**src/logic/tss_pkg.sv**
```systemverilog
// Constants, types and register map of the transfer switch sequencer
// Overview of operation
// - Start generator, run fail timer, await ready
// - Enabled alarm when fail timer ends unready
// - Clear generator alarm when any source good
// - Fail timer and alarm need auxiliary supply
// - Fail timer fixed 300 s; alarm enable off
// - Time on-load test, alarm when unfinished
// - Time off-load test, alarm when unfinished
// - Preferred normal source is selectable
// - Utility pair: transfer to alternate on loss
// - Utility pair: return only with auto return
// - Utility-generator: start generator on loss
// - Load to generator only when ready; return
// - Cool-down signal only after return to normal
// - Utility pair: LED on when OK, blink otherwise
// - Utility pair: other LED blinks unless also good
// - Generator LED off, status OFF without start
// - Started but unready: blink, Out Range
// - OK only when all enabled detections good
// - Out Range when any enabled detection bad, except unstarted generator OFF
// - Utility two states; generator adds OFF
// - Stop after 60 s cool-down, after start
package tss_pkg;

  localparam int CLK_PERIOD_NS = 8;
  localparam int TICK_PERIOD_NS = 1000000000;
  localparam int TICK_CYCLES = TICK_PERIOD_NS / CLK_PERIOD_NS;

  localparam logic [8:0] GEN_FAIL_S = 9'h12c;
  localparam logic [8:0] GEN_COOL_S = 9'h03c;
  localparam logic [8:0] ON_LOAD_TEST_S = 9'h000;
  localparam logic [8:0] OFF_LOAD_TEST_S = 9'h000;
  localparam logic [8:0] SEC_MAX = 9'h1ff;

  localparam logic [31:0] REG_CTRL = 32'h0000_0000;
  localparam logic [31:0] REG_CMD = 32'h0000_0004;
  localparam logic [31:0] REG_DET_EN = 32'h0000_0008;
  localparam logic [31:0] REG_STATUS = 32'h0000_000c;

  localparam int CMD_ON_LOAD_BIT = 0;
  localparam int CMD_OFF_LOAD_BIT = 1;
  localparam int CMD_END_TEST_BIT = 2;
  localparam int CMD_CLR_TEST_ALARM_BIT = 3;

  localparam logic [1:0] RESP_OKAY = 2'h0;
  localparam logic [1:0] RESP_SLVERR = 2'h2;

  // Control register: bit0 alarm_en, bit1 auto_return, bit2 swap, bit3 app_gen
  typedef struct packed {
    logic app_gen;
    logic swap;
    logic auto_return;
    logic alarm_en;
  } tss_ctrl_t;

  localparam tss_ctrl_t CTRL_RESET = 4'h0;
  localparam logic [7:0] DET_EN_RESET = 8'hff;

  typedef struct packed {
    logic [3:0] second_source;
    logic [3:0] first_source;
  } tss_det_t;

  typedef enum logic [1:0] {
    SRC_OK = 2'h0,
    SRC_OUT_RANGE = 2'h1,
    SRC_OFF = 2'h2
  } tss_src_status_t;

  typedef enum logic [1:0] {
    SEQ_ON_NORMAL,
    SEQ_GEN_WAIT,
    SEQ_ON_ALT,
    SEQ_COOL
  } tss_seq_state_t;

endpackage : tss_pkg

```
**src/logic/tss_sequencer.sv**
```systemverilog
// Transfer switch sequencer with AXI4-Lite control and status registers
`timescale 1ns/1ps
`default_nettype none
module tss_sequencer #(
  parameter int TICK_CYCLES = tss_pkg::TICK_CYCLES
) (
  input wire logic aclk,
  input wire logic aresetn,
  input wire logic [31:0] s_axi_awaddr,
  input wire logic s_axi_awvalid,
  output logic s_axi_awready,
  input wire logic [31:0] s_axi_wdata,
  input wire logic [3:0] s_axi_wstrb,
  input wire logic s_axi_wvalid,
  output logic s_axi_wready,
  output logic [1:0] s_axi_bresp,
  output logic s_axi_bvalid,
  input wire logic s_axi_bready,
  input wire logic [31:0] s_axi_araddr,
  input wire logic s_axi_arvalid,
  output logic s_axi_arready,
  output logic [31:0] s_axi_rdata,
  output logic [1:0] s_axi_rresp,
  output logic s_axi_rvalid,
  input wire logic s_axi_rready,
  input wire tss_pkg::tss_det_t det_in_range,
  input wire logic aux_power_present,
  input wire logic gen_ready,
  output logic gen_start,
  output logic gen_cool_down,
  output logic load_on_alt,
  output logic led_first,
  output logic led_second,
  output logic gen_alarm,
  output logic test_alarm
);
  import tss_pkg::*;

  localparam logic [26:0] TICK_LAST = 27'(TICK_CYCLES - 1);

  function automatic logic src_good(input logic [3:0] det, input logic [3:0] en);
    src_good = &(det | ~en);
  endfunction : src_good

  function automatic logic led_of(input tss_src_status_t st, input logic blink);
    led_of = (st == SRC_OK) ? 1'b1 : ((st == SRC_OUT_RANGE) ? blink : 1'b0);
  endfunction : led_of

  function automatic logic known_addr(input logic [31:0] a);
    known_addr = (a == REG_CTRL) || (a == REG_CMD) || (a == REG_DET_EN) || (a == REG_STATUS);
  endfunction : known_addr

  // Bus slave state
  logic awready_q, wready_q, bvalid_q, arready_q, rvalid_q;
  logic aw_have_q, w_have_q;
  logic [31:0] awaddr_q, wdata_q, rdata_q;
  logic [3:0] wstrb_q;
  logic [1:0] bresp_q, rresp_q;
  logic do_write;

  // Block state
  tss_ctrl_t ctrl_q;
  logic [7:0] det_en_q;
  logic [26:0] tick_cnt_q;
  logic tick_q, blink_q;
  tss_seq_state_t state_q, state_d;
  logic [8:0] sec_q;
  logic gen_start_q, gen_cool_q, load_alt_q, gen_alarm_q;
  logic led_first_q, led_second_q;
  logic test_active_q, test_off_q, test_alarm_q;
  logic [8:0] test_sec_q, test_limit;
  logic cmd_on_load, cmd_off_load, cmd_end_test, cmd_clr_test;
  logic norm_good, alt_good, norm_ok, alt_ok, fail_expired, gen_alarm_set;
  tss_src_status_t norm_stat, alt_stat, first_stat, second_stat;
  logic [31:0] status_word;

  // Command bits act once, in the cycle the write lands
  assign do_write = aw_have_q && w_have_q && !bvalid_q;
  assign cmd_on_load = do_write && (awaddr_q == REG_CMD) && wstrb_q[0] && wdata_q[CMD_ON_LOAD_BIT];
  assign cmd_off_load = do_write && (awaddr_q == REG_CMD) && wstrb_q[0] && wdata_q[CMD_OFF_LOAD_BIT];
  assign cmd_end_test = do_write && (awaddr_q == REG_CMD) && wstrb_q[0] && wdata_q[CMD_END_TEST_BIT];
  assign cmd_clr_test = do_write && (awaddr_q == REG_CMD) && wstrb_q[0] && wdata_q[CMD_CLR_TEST_ALARM_BIT];

  // Write address and data channels, taken in either order
  always_ff @(posedge aclk) begin
    if (!aresetn) begin
      awready_q <= 1'b0;
      aw_have_q <= 1'b0;
      awaddr_q <= 32'h0;
    end else if (awready_q && s_axi_awvalid) begin
      awready_q <= 1'b0;
      aw_have_q <= 1'b1;
      awaddr_q <= s_axi_awaddr;
    end else if (bvalid_q && s_axi_bready) begin
      aw_have_q <= 1'b0;
    end else if (!aw_have_q && !bvalid_q) begin
      awready_q <= 1'b1;
    end
  end

  always_ff @(posedge aclk) begin
    if (!aresetn) begin
      wready_q <= 1'b0;
      w_have_q <= 1'b0;
      wdata_q <= 32'h0;
      wstrb_q <= 4'h0;
    end else if (wready_q && s_axi_wvalid) begin
      wready_q <= 1'b0;
      w_have_q <= 1'b1;
      wdata_q <= s_axi_wdata;
      wstrb_q <= s_axi_wstrb;
    end else if (bvalid_q && s_axi_bready) begin
      w_have_q <= 1'b0;
    end else if (!w_have_q && !bvalid_q) begin
      wready_q <= 1'b1;
    end
  end

  always_ff @(posedge aclk) begin
    if (!aresetn) begin
      bvalid_q <= 1'b0;
      bresp_q <= RESP_OKAY;
    end else if (do_write) begin
      bvalid_q <= 1'b1;
      bresp_q <= known_addr(awaddr_q) ? RESP_OKAY : RESP_SLVERR;
    end else if (bvalid_q && s_axi_bready) begin
      bvalid_q <= 1'b0;
    end
  end

  // Writable configuration; only the low byte holds fields
  always_ff @(posedge aclk) begin
    if (!aresetn) begin
      ctrl_q <= CTRL_RESET;
      det_en_q <= DET_EN_RESET;
    end else if (do_write && wstrb_q[0]) begin
      if (awaddr_q == REG_CTRL) begin
        ctrl_q <= wdata_q[3:0];
      end
      if (awaddr_q == REG_DET_EN) begin
        det_en_q <= wdata_q[7:0];
      end
    end
  end

  assign status_word = {20'h0, state_q, test_active_q, test_alarm_q, gen_alarm_q, gen_cool_q,
                        load_alt_q, gen_start_q, second_stat, first_stat};

  // Read channel, answer one cycle after the address is taken
  always_ff @(posedge aclk) begin
    if (!aresetn) begin
      arready_q <= 1'b0;
      rvalid_q <= 1'b0;
      rdata_q <= 32'h0;
      rresp_q <= RESP_OKAY;
    end else if (arready_q && s_axi_arvalid) begin
      arready_q <= 1'b0;
      rvalid_q <= 1'b1;
      rresp_q <= known_addr(s_axi_araddr) ? RESP_OKAY : RESP_SLVERR;
      if (s_axi_araddr == REG_CTRL) begin
        rdata_q <= {28'h0, ctrl_q};
      end else if (s_axi_araddr == REG_DET_EN) begin
        rdata_q <= {24'h0, det_en_q};
      end else if (s_axi_araddr == REG_STATUS) begin
        rdata_q <= status_word;
      end else begin
        rdata_q <= 32'h0;
      end
    end else if (rvalid_q && s_axi_rready) begin
      rvalid_q <= 1'b0;
    end else if (!rvalid_q) begin
      arready_q <= 1'b1;
    end
  end

  // One-second tick and blink phase
  always_ff @(posedge aclk) begin
    if (!aresetn) begin
      tick_cnt_q <= 27'h0;
      tick_q <= 1'b0;
      blink_q <= 1'b0;
    end else begin
      tick_q <= (tick_cnt_q == TICK_LAST);
      tick_cnt_q <= (tick_cnt_q == TICK_LAST) ? 27'h0 : tick_cnt_q + 27'h1;
      if (tick_q) begin
        blink_q <= !blink_q;
      end
    end
  end

  // Source qualification; the alternate is the generator in utility-generator use
  always_comb begin
    norm_good = ctrl_q.swap ? src_good(det_in_range.second_source, det_en_q[7:4])
                            : src_good(det_in_range.first_source, det_en_q[3:0]);
    alt_good = ctrl_q.swap ? src_good(det_in_range.first_source, det_en_q[3:0])
                           : src_good(det_in_range.second_source, det_en_q[7:4]);
    norm_stat = norm_good ? SRC_OK : SRC_OUT_RANGE;
    if (ctrl_q.app_gen && !gen_start_q) begin
      alt_stat = SRC_OFF;
    end else if (ctrl_q.app_gen && !gen_ready) begin
      alt_stat = SRC_OUT_RANGE;
    end else begin
      alt_stat = alt_good ? SRC_OK : SRC_OUT_RANGE;
    end
    first_stat = ctrl_q.swap ? alt_stat : norm_stat;
    second_stat = ctrl_q.swap ? norm_stat : alt_stat;
    norm_ok = (norm_stat == SRC_OK);
    alt_ok = (alt_stat == SRC_OK);
  end

  // Indicators: an out-of-range source blinks, so it goes dark every other second even while the other is good
  always_ff @(posedge aclk) begin
    if (!aresetn) begin
      led_first_q <= 1'b0;
      led_second_q <= 1'b0;
    end else begin
      led_first_q <= led_of(first_stat, blink_q);
      led_second_q <= led_of(second_stat, blink_q);
    end
  end

  // Transfer sequence
  always_comb begin
    state_d = state_q;
    unique case (state_q)
      SEQ_ON_NORMAL: begin
        if (!norm_ok && ctrl_q.app_gen) begin
          state_d = SEQ_GEN_WAIT;
        end else if (!norm_ok && alt_ok) begin
          state_d = SEQ_ON_ALT;
        end
      end
      SEQ_GEN_WAIT: begin
        if (norm_ok) begin
          state_d = SEQ_COOL;
        end else if (alt_ok) begin
          state_d = SEQ_ON_ALT;
        end
      end
      SEQ_ON_ALT: begin
        if (norm_ok && ctrl_q.auto_return) begin
          state_d = ctrl_q.app_gen ? SEQ_COOL : SEQ_ON_NORMAL;
        end
      end
      SEQ_COOL: begin
        if (!norm_ok) begin
          state_d = SEQ_GEN_WAIT;
        end else if (sec_q >= GEN_COOL_S) begin
          state_d = SEQ_ON_NORMAL;
        end
      end
    endcase
  end

  always_ff @(posedge aclk) begin
    if (!aresetn) begin
      state_q <= SEQ_ON_NORMAL;
      gen_start_q <= 1'b0;
      gen_cool_q <= 1'b0;
      load_alt_q <= 1'b0;
    end else begin
      state_q <= state_d;
      gen_start_q <= ctrl_q.app_gen && (state_d != SEQ_ON_NORMAL);
      gen_cool_q <= (state_d == SEQ_COOL);
      load_alt_q <= (state_d == SEQ_ON_ALT);
    end
  end

  // Seconds spent in the current state; the fail wait holds without auxiliary supply
  always_ff @(posedge aclk) begin
    if (!aresetn) begin
      sec_q <= 9'h000;
    end else if (state_d != state_q) begin
      sec_q <= 9'h000;
    end else if (tick_q && sec_q != SEC_MAX && (state_q != SEQ_GEN_WAIT || aux_power_present)) begin
      sec_q <= sec_q + 9'h001;
    end
  end

  assign fail_expired = (state_q == SEQ_GEN_WAIT) && aux_power_present && !gen_ready
                        && (sec_q >= GEN_FAIL_S);
  assign gen_alarm_set = fail_expired && ctrl_q.alarm_en;

  // Generator alarm; a set in the clearing cycle wins
  always_ff @(posedge aclk) begin
    if (!aresetn) begin
      gen_alarm_q <= 1'b0;
    end else if (gen_alarm_set) begin
      gen_alarm_q <= 1'b1;
    end else if (norm_ok || alt_ok) begin
      gen_alarm_q <= 1'b0;
    end
  end

  assign test_limit = test_off_q ? OFF_LOAD_TEST_S : ON_LOAD_TEST_S;

  // Load test timing
  always_ff @(posedge aclk) begin
    if (!aresetn) begin
      test_active_q <= 1'b0;
      test_off_q <= 1'b0;
      test_sec_q <= 9'h000;
    end else if (!test_active_q && (cmd_on_load || cmd_off_load)) begin
      test_active_q <= 1'b1;
      test_off_q <= !cmd_on_load;
      test_sec_q <= 9'h000;
    end else if (cmd_end_test) begin
      test_active_q <= 1'b0;
    end else if (test_active_q && tick_q && test_sec_q != SEC_MAX) begin
      test_sec_q <= test_sec_q + 9'h001;
    end
  end

  always_ff @(posedge aclk) begin
    if (!aresetn) begin
      test_alarm_q <= 1'b0;
    end else if (test_active_q && test_sec_q >= test_limit) begin
      test_alarm_q <= 1'b1;
    end else if (cmd_clr_test) begin
      test_alarm_q <= 1'b0;
    end
  end

  assign s_axi_awready = awready_q;
  assign s_axi_wready = wready_q;
  assign s_axi_bvalid = bvalid_q;
  assign s_axi_bresp = bresp_q;
  assign s_axi_arready = arready_q;
  assign s_axi_rvalid = rvalid_q;
  assign s_axi_rdata = rdata_q;
  assign s_axi_rresp = rresp_q;
  assign gen_start = gen_start_q;
  assign gen_cool_down = gen_cool_q;
  assign load_on_alt = load_alt_q;
  assign led_first = led_first_q;
  assign led_second = led_second_q;
  assign gen_alarm = gen_alarm_q;
  assign test_alarm = test_alarm_q;
endmodule : tss_sequencer
`default_nettype wire

```
**config.mk**
```make
export PLATFORM = sky130hd
export DESIGN_NAME = tss_sequencer
export DESIGN_NICKNAME = d
export VERILOG_FILES = /design/src/logic/tss_pkg.sv /design/src/logic/tss_sequencer.sv
export SDC_FILE = /design/constraint.sdc
export NUM_CORES = 1
export LEC_CHECK = 0
export BUFFER_PORTS_ARGS = -buffer_cell sky130_fd_sc_hd__buf_2
export CAP_MARGIN = 10
export CORE_MARGIN = 4
export CORE_UTILIZATION = 30
export CTS_CLUSTER_SIZE = 16
export DETAILED_ROUTE_END_ITERATION = 10
export GPL_TIMING_DRIVEN = 1
export PLACE_DENSITY_LB_ADDON = 0.2
export SLEW_MARGIN = 25
export SYNTH_ARGS = -nofsm -noshare
export SYNTH_HDL_FRONTEND = slang
export SYNTH_SLANG_ARGS = --single-unit
```
**constraint.sdc**
```tcl
create_clock -name aclk -period 4 [get_ports aclk]
set_input_delay 0.8 -clock aclk [delete_from_list [all_inputs] [get_ports aclk]]
set_output_delay 0.8 -clock aclk [all_outputs]
set_load 0.02 [all_outputs]
```
After elaboration in Yosys (flattened, before gate mapping)
Cells that the tools add are included.
{"block": "totals", "ff_bits": 153, "out_inout_bits": 48, "elab_cells": 181}
{"block": "classes", "magnitude_cmp": 3, "bitwise": 9, "n_mux": 38, "add_sub_neg": 3, "n_eq_ne": 18, "reduce_logical": 78}
{"cell": "equality test 32 x 4 -> 1 bit (second input constant)", "n": 4}
{"cell": "equality test 32 x 3 -> 1 bit (second input constant)", "n": 2}
{"cell": "zero test 32 bit", "n": 2}
{"cell": "2-to-1 mux 12 bit", "n": 3}
{"cell": "logical AND 1 bit", "n": 32}
{"cell": "adder 27 x 1 -> 27 bit (second input constant)", "n": 1}
{"cell": "equality test 27 bit (second input constant)", "n": 1}
{"cell": "2-to-1 mux 2 bit", "n": 13}
{"cell": "2-to-1 mux 1 bit", "n": 21}
{"cell": "adder 9 x 1 -> 9 bit (second input constant)", "n": 2}
{"cell": "inequality test 9 bit (second input constant)", "n": 2}
{"cell": "nonzero test 2 bit", "n": 8}
{"cell": "AND reduction 2 bit", "n": 6}
{"cell": "OR reduction 2 bit", "n": 6}
{"cell": "zero test 2 bit", "n": 5}
{"cell": "greater-or-equal comparator 9 x 1 -> 1 bit (second input constant)", "n": 1}
{"cell": "greater-or-equal comparator 9 x 6 -> 1 bit (second input constant)", "n": 1}
{"cell": "greater-or-equal comparator 9 bit (second input constant)", "n": 1}
{"cell": "logical OR 1 bit", "n": 9}
{"cell": "equality test 2 bit (second input constant)", "n": 4}
{"cell": "zero test 1 bit", "n": 8}
{"cell": "NOT 4 bit", "n": 2}
{"cell": "bitwise OR 4 bit", "n": 2}
{"cell": "one-hot mux 2 bit (4 select lines)", "n": 1}
{"cell": "other kinds (5)", "n": 12}

Depth between registers and ports, before layout
Gate-level depths: netlist of run 1.
{"block": "logic_depth", "ltp_word": 14, "mapped_depth": 10, "depth_no_buf": 10}

Least setup slack after synthesis of run 1
OpenSTA, ideal clock, no wires.
{"block": "synth_timing", "kind": "input to register", "start": "in det_in_range[4] in the netlist's numbering", "end": "reg load_alt_q, in the netlist load_on_alt", "setup_slack_ns": 1.715, "setup_time_ns": 0.080, "t_arrival_ns": 2.205, "n_path_buf": 0, "stages": 6, "cell_sequence": "nand2b_2 > o2111a_1 > mux2i_4 > mux2_1 > a311oi_2 > nor3b_1"}
{"block": "synth_via", "elab_chain_len": 12}
{"element": "from (decl)", "line_no": "tss_sequencer.sv:26", "text": "input wire tss_pkg::tss_det_t det_in_range,"}
{"element": "bitwise OR 4 bit *", "line_no": "tss_sequencer.sv:42", "text": "src_good = &(det | ~en);"}
{"element": "AND reduction 4 bit *", "line_no": "tss_sequencer.sv:42"}
{"element": "2-to-1 mux 1 bit", "line_no": "tss_sequencer.sv:195", "text": "alt_good = ctrl_q.swap ? src_good(det_in_range.first_source, det_en_q[3:0])"}
{"element": "2-to-1 mux 1 bit", "line_no": "tss_sequencer.sv:203", "text": "alt_stat = alt_good ? SRC_OK : SRC_OUT_RANGE;"}
{"element": "2-to-1 mux 1 bit", "line_no": "tss_sequencer.sv:200", "text": "end else if (ctrl_q.app_gen && !gen_ready) begin"}
{"element": "2-to-1 mux 2 bit", "line_no": "tss_sequencer.sv:198", "text": "if (ctrl_q.app_gen && !gen_start_q) begin"}
{"element": "zero test 2 bit", "line_no": "tss_sequencer.sv:208", "text": "alt_ok = (alt_stat == SRC_OK);"}
{"element": "logical AND 1 bit", "line_no": "tss_sequencer.sv:229", "text": "end else if (!norm_ok && alt_ok) begin"}
{"element": "2-to-1 mux 2 bit", "line_no": "tss_sequencer.sv:229"}
{"element": "2-to-1 mux 2 bit", "line_no": "tss_sequencer.sv:227", "text": "if (!norm_ok && ctrl_q.app_gen) begin"}
{"element": "one-hot mux 2 bit (4 select lines) *", "line_no": "tss_sequencer.sv:225", "text": "unique case (state_q)"}
{"element": "equality test 2 bit *", "line_no": "tss_sequencer.sv:265", "text": "load_alt_q <= (state_d == SEQ_ON_ALT);"}
{"element": "to (signal assigned)", "line_no": "tss_sequencer.sv:265"}
{"element": "to (decl)", "line_no": "tss_sequencer.sv:68", "text": "logic gen_start_q, gen_cool_q, load_alt_q, gen_alarm_q;"}
Every way passes the cells marked *; elsewhere a longest branch is shown, timed or not.
A chain may end at the register's enable or synchronous reset.

Worst setup path in the final report of run 1
{"block": "layout_timing", "start": "in det_in_range[4] in the netlist's numbering", "end": "reg sec_q[6]"}
{"block": "layout_via", "elab_chain_len": 13}
{"element": "bitwise OR 4 bit *", "line_no": "tss_sequencer.sv:42"}
{"element": "AND reduction 4 bit *", "line_no": "tss_sequencer.sv:42"}
{"element": "2-to-1 mux 1 bit", "line_no": "tss_sequencer.sv:195"}
{"element": "2-to-1 mux 1 bit", "line_no": "tss_sequencer.sv:203"}
{"element": "2-to-1 mux 1 bit", "line_no": "tss_sequencer.sv:200"}
{"element": "2-to-1 mux 2 bit", "line_no": "tss_sequencer.sv:198"}
{"element": "zero test 2 bit", "line_no": "tss_sequencer.sv:208"}
{"element": "logical AND 1 bit", "line_no": "tss_sequencer.sv:229"}
{"element": "2-to-1 mux 2 bit", "line_no": "tss_sequencer.sv:229"}
{"element": "2-to-1 mux 2 bit", "line_no": "tss_sequencer.sv:227"}
{"element": "one-hot mux 2 bit (4 select lines) *", "line_no": "tss_sequencer.sv:225"}
{"element": "inequality test 2 bit *", "line_no": "tss_sequencer.sv:273", "text": "end else if (state_d != state_q) begin"}
{"element": "OR reduction 2 bit (no source line) *"}
{"element": "to (signal assigned)", "line_no": "tss_sequencer.sv:276", "text": "sec_q <= sec_q + 9'h001;"}
{"element": "to (decl)", "line_no": "tss_sequencer.sv:67", "text": "logic [8:0] sec_q;"}
Marked as above.

==> impl_metrics.tcl, run 1 <==
set metrics [dict create \
    status "completed" \
    relSlewSlack_pct 44.9 \
    final_nets 811 \
    antenna_cells 0 \
    ys_ff_latch 122 \
    yosysSeqAreaShare_pct 45.8 \
    cts_resized 0 \
    initialDrtViolationCount 226 \
    tightestPinTransition_ps 803 \
    rows 48 \
    synth_edf_count 0 \
    synth_ff_type "dfxtp_1" \
    layout_worst_path_cycle_share_pct 57.6 \
    r2r_start "awaddr_q[20]" \
    hold_depth 2 \
    wl_um 13300 \
    cts_hold_buf 0 \
    die_area_sq_um 20000 \
    min_period_ps 2300 \
    ys_types 64 \
    synth_area_sq_um 5330 \
    grt_usage_pct 13.4 \
    fin_tns_setup_ps 0 \
    drc 0 \
    clock_latency_ps 410 \
    core_sq_um 17400 \
    fin_worst_skew_ps 6.66 \
    initial_core_util_pct 30.7 \
    antenna_left 0 \
    first_pass_iters 4 \
    min-delay-start "s_axi_rdata[2]" \
    worstSetupPathType "in -> reg" \
    clockBufferDepth 2 \
    dp_hpwl_um 9820 \
    die_w_um 141 \
    grt-ovfl-total 0 \
    viasPerCell 4.79 \
    wl_per_cell_um 14.3 \
    synth.avg_cell_area_sq_um 9.20 \
    synth_top_area_cell "dfxtp_1" \
    worstPathArrival_ps 2630 \
    cp_max_fo 9 \
    clock-sinks 122 \
    die-height_um 141 \
    synthArstFlopShare_pct 0 \
    grt_pass1_wl_um 21700 \
    cts_buffers 17 \
    end_kind "flip-flop" \
    antenna_found_initial 0 \
    ir_worst_vdd_uv 284 \
    holdCritPathClass "reg -> reg" \
    rsz0062_at_grt "false" \
    synth.top_cell.area_share_pct 45.8 \
    cp.required_ps 4320 \
    r2r_setup_slack_ps 1760 \
    drv_slew 0 \
    portBuffers 115 \
    path_clk_slew_ps 50 \
    cts_max_level 4 \
    pwr_density_cell_nw_per_um2 436 \
    setup_violations 0 \
    drive_gt1_share_pct 24.2 \
    cts_root_buf "clkbuf_16" \
    netlist_top_cells_area "dfxtp_1 (46%), a22o_1 (6.1%), nor2_1 (4.2%)" \
    finalHoldViolations 0 \
    grt_pass1_vias 4383 \
    cp-start-kind "input pin" \
    vias 4444 \
    r2r-end "det_en_q[0]" \
    cts_tree "done" \
    ys_top_cells_by_count "dfxtp_1 (122), nor2_1 (60), nand2_1 (59)" \
    grt_max_degree 37 \
    postSynthCellCount 579 \
    fmax_mhz 434 \
    p_leak_uw 0.00277 \
    min_to "s_axi_rdata[2]" \
    yosysMostFrequentCell "dfxtp_1" \
    syn_to_final_growth_pct 23.1 \
    yosysWarnings 0 \
    r2r.worst_path.cells 6 \
    routabilityCongestion 0.802 \
    power.total_uw 2860 \
    maxCapViolations 0 \
    postCtsSetupRepairBufs 0 \
    ios 165 \
]
## cell usage in the layout, fill, tap and decap left out, types with 11 or more instances in the layout
master,synthesis,routed
dfxtp_1,122,122
buf_2,3,115
nor2_1,60,60
nand2_1,59,59
a22o_1,37,37
nand3_1,25,25
a21oi_1,25,24
conb_1,1,22
xor2_1,18,18
clkbuf_16,0,17
nor4_1,16,16
xnor2_1,15,15
mux2i_1,13,13
nand4_1,13,13
inv_1,11,11
and3_1,12,11
a211oi_1,11,11
## cell type report
| cell class | instances | area [sq um] |
|---|---|---|
| clock buffer | 19 | 443 |
| clock inverter | 13 | 104 |
| fill | 1776 | 10800 |
| inverter | 13 | 48.8 |
| multi-input combinational | 418 | 2640 |
| sequential | 122 | 2440 |
| tap | 225 | 282 |
| timing repair buffer | 118 | 598 |
## kinds of logic after synthesis
| family | Yosys count | share of synthesized area, % |
|---|---|---|
| mux | 17 | 3.50 |
| compound gates | 110 | 15.9 |
| other cells | 1 | 0.0704 |
| fa+ha+maj | 4 | 0.939 |
| flops | 122 | 45.8 |
| simple gates | 232 | 22.2 |
| xor+xnor | 33 | 5.42 |
| buf+inv | 60 | 6.13 |
## stage by stage
stage / util [%] / hold WS, ps / std cells / cell area [sq um] / worst slack (ps)
3_3_place_gp: 34.6 / 442 / 896 / 6010 / 1360
2_1_floorplan: - / 432 / 600 / 5410 / 1710
6_report: 37.8 / 452 / 928 / 6560 / 1700
5_1_grt: 37.8 / 475 / 928 / 6560 / 1480
4_1_cts: 37.8 / 451 / 928 / 6560 / 1680
3_5_place_dp: 34.7 / 444 / 896 / 6010 / 1230
## how the worst max path moves through the flow
stage | start | end | slack, ps | cells after the start
after CTS | det_in_range[4] | sec_q[1] | 1680 | 7
after floorplan | det_in_range[4] | load_on_alt | 1710 | 6
final | det_in_range[4] | sec_q[6] | 1700 | 7
after global routing | sec_q[3] | sec_q[7] | 1480 | 10
after global placement | det_in_range[4] | sec_q[7] | 1360 | 7
after detailed placement | det_in_range[4] | sec_q[1] | 1230 | 7
## power by group
| group | internal [uW] | total, uW | leakage [uW] | switching (uW) |
|---|---|---|---|---|
| Combinational | 77.7 | 194 | 0.00151 | 116 |
| Clock | 860 | 1400 | 0.000264 | 537 |
| Sequential | 1250 | 1270 | 0.000989 | 22.6 |
## metal layers
| metal | routed length, um | GRT usage [%] | up-vias | share of wire, % |
|---|---|---|---|---|
| met4 | 79 | 3.01 | 0 | 0.59 |
| li1 | - | - | 2256 | - |
| met1 | 6070 | 16.7 | 2062 | 46 |
| met3 | 907 | 5.09 | 12 | 6.8 |
| met2 | 6220 | 22.1 | 114 | 47 |
| met5 | 0 | 0 | - | 0 |
## worst max-delay path, stage by stage
cell and delay [ps]:
buf_2 90, nand2b_2 190, o2111a_1 200, mux2i_4 240
mux2i_1 720, nand3_1 170, a211oi_1 210
## registers in the layout, indices dropped and copies added, names as in the netlist, 2 cells and up
name,flops
awaddr_q,32
s_axi_rdata,12
det_en_q,8
sec_q,9
state_q,2
tick_cnt_q,27
wdata_q,8
ctrl_q,4
No activity file was read; power rests on OpenSTA's default activity.
==> run 2: changes to the inputs <==
clock period = 2.15 ns   (was 4 ns; I/O delays follow)
==> impl_metrics.tcl, run 2 (synthesized netlist as in run 1, its figures left out) <==
set metrics [dict create \
    placed_area_sq_um 6190 \
    relSlewSlack_pct 66.4 \
    antenna_left 0 \
    drc 0 \
    drv_slew 0 \
    layout_worst_path_cycle_share_pct 93.7 \
    end_kind "flip-flop" \
    clock-sinks 122 \
    viasPerCell 4.83 \
    rows 48 \
    cts_max_level 4 \
    antenna_found_initial 0 \
    r2r_start "sec_q[4]" \
    ios 165 \
    startpoint "sec_q[4]" \
    core_sq_um 17400 \
    tightestPinTransition_ps 501 \
    wl_um 13600 \
    setup_violations 0 \
    grt_usage_pct 13.3 \
    worstPathCellList "and4_1, nand2_1, nor2_1, ha_1, nand2b_1, a21oi_4, nor4b_2, xor2_1, nand3_1, a211oi_1" \
    status "completed" \
    fin_tns_setup_ps 0 \
    grt_pass1_wl_um 21500 \
    routabilityCongestion 0.778 \
    rsz0062_at_grt "true" \
    cts_root_buf "clkbuf_16" \
    drive_gt1_share_pct 27.2 \
    maxCapViolations 0 \
    p_leak_uw 0.00296 \
    cp_slowest_cell "dfxtp_1" \
    placed_cells 919 \
    initialDrtViolationCount 285 \
    largest_reg_flops 32 \
    ir_worst_vdd_uv 595 \
    clock_latency_ps 410 \
    die_area_sq_um 20000 \
    fin_worst_skew_ps 10.7 \
    regMostFlops "awaddr_q" \
    wl_per_cell_um 14.3 \
    fin_util_pct 39.7 \
    dp_hpwl_um 10300 \
    final_nets 834 \
    path_clk_slew_ps 50 \
    min_period_ps 2010 \
    final_cell_mix "dfxtp_1 (121), buf_2 (115), nor2_1 (60), nand2_1 (59), a22o_1 (37)" \
    layout_commonest_cell "dfxtp_1" \
    initial_core_util_pct 30.7 \
    cp-start-kind "flip-flop" \
    slowest_delay_ps 340 \
    clockBufferDepth 2 \
    vias 4586 \
    pwr_density_cell_nw_per_um2 865 \
    first_pass_iters 5 \
    fillers 1783 \
    fmax_mhz 496 \
    grt_max_degree 22 \
    min-delay-start "s_axi_awaddr[20]" \
    grt-ovfl-total 0 \
    worstSetupPathType "reg -> reg" \
    antenna_cells 0 \
    syn_to_final_growth_pct 29.3 \
    stdcell_count 950 \
    finalHoldViolations 0 \
    holdCritPathClass "in -> reg" \
    die-height_um 141 \
    die_w_um 141 \
    worstPathArrival_ps 2340 \
    cts_buffers 17 \
    cp_max_fo 4 \
    power.total_uw 5960 \
    cp.required_ps 2470 \
    portBuffers 115 \
    cts_hold_buf 0 \
    fin_area_sq_um 6890 \
    cts_tree "done" \
    grt_pass1_vias 4435 \
]
## run 2: final cells by class
class / instances / area (sq um) / area share, %
Inverter: 13 / 48.8 / 0.708
Sequential cell: 122 / 2440 / 35.5
Multi-Input combinational cell: 418 / 2660 / 38.7
Tap cell: 225 / 282 / 4.09
Clock inverter: 6 / 155 / 2.25
Timing Repair Buffer: 141 / 771 / 11.2
Clock buffer: 25 / 526 / 7.63
## run 2: critical path: cells and delay by family (launching register included)
| kind | cells | cell delay, ps |
|---|---|---|
| AND/OR/NAND/NOR | 6 | 950 |
| flip-flops | 1 | 340 |
| AO/OA/AOI/OAI | 2 | 300 |
| XOR/XNOR | 1 | 170 |
| adder cells (fa/ha/maj) | 1 | 160 |
## run 2: power by group
part	total, uW	internal, uW	switching [uW]
Combinational	380	159	221
Clock	3210	2270	948
Sequential	2370	2320	42.1
## run 2: path summary, 6_finish.rpt
| kind | depth (start not counted) | slack (ps) | endpoint |
|---|---|---|---|
| hold / removal | 2 | 230 | awaddr_q[20] |
| setup / recovery | 10 | 140 | sec_q[7] |
| setup reg to reg | 10 | 140 | sec_q[7] |
| hold reg to reg | 2 | 450 | s_axi_rdata[0] |
## run 2: metal layers
metal	vias to the layer above	share of wire, %	GRT usage, %
met5	-	0	0
met4	0	0.55	3.01
met3	9	7.7	4.75
met2	123	48	22.7
met1	2155	43	16.1
li1	2299	-	-
## run 2: through the flow
step	hold slack (ps)	setup WS [ps]
final	229	135
after global routing	219	-29.4
after CTS	208	62.3
after detailed placement	443	-123
after global placement	444	-64.9
after floorplan	432	182
## run 2: what timing repair did
item	in CTS	in global routing
resized for setup	0	6
buffers inserted	0	0
setup endpoints to repair	0	9
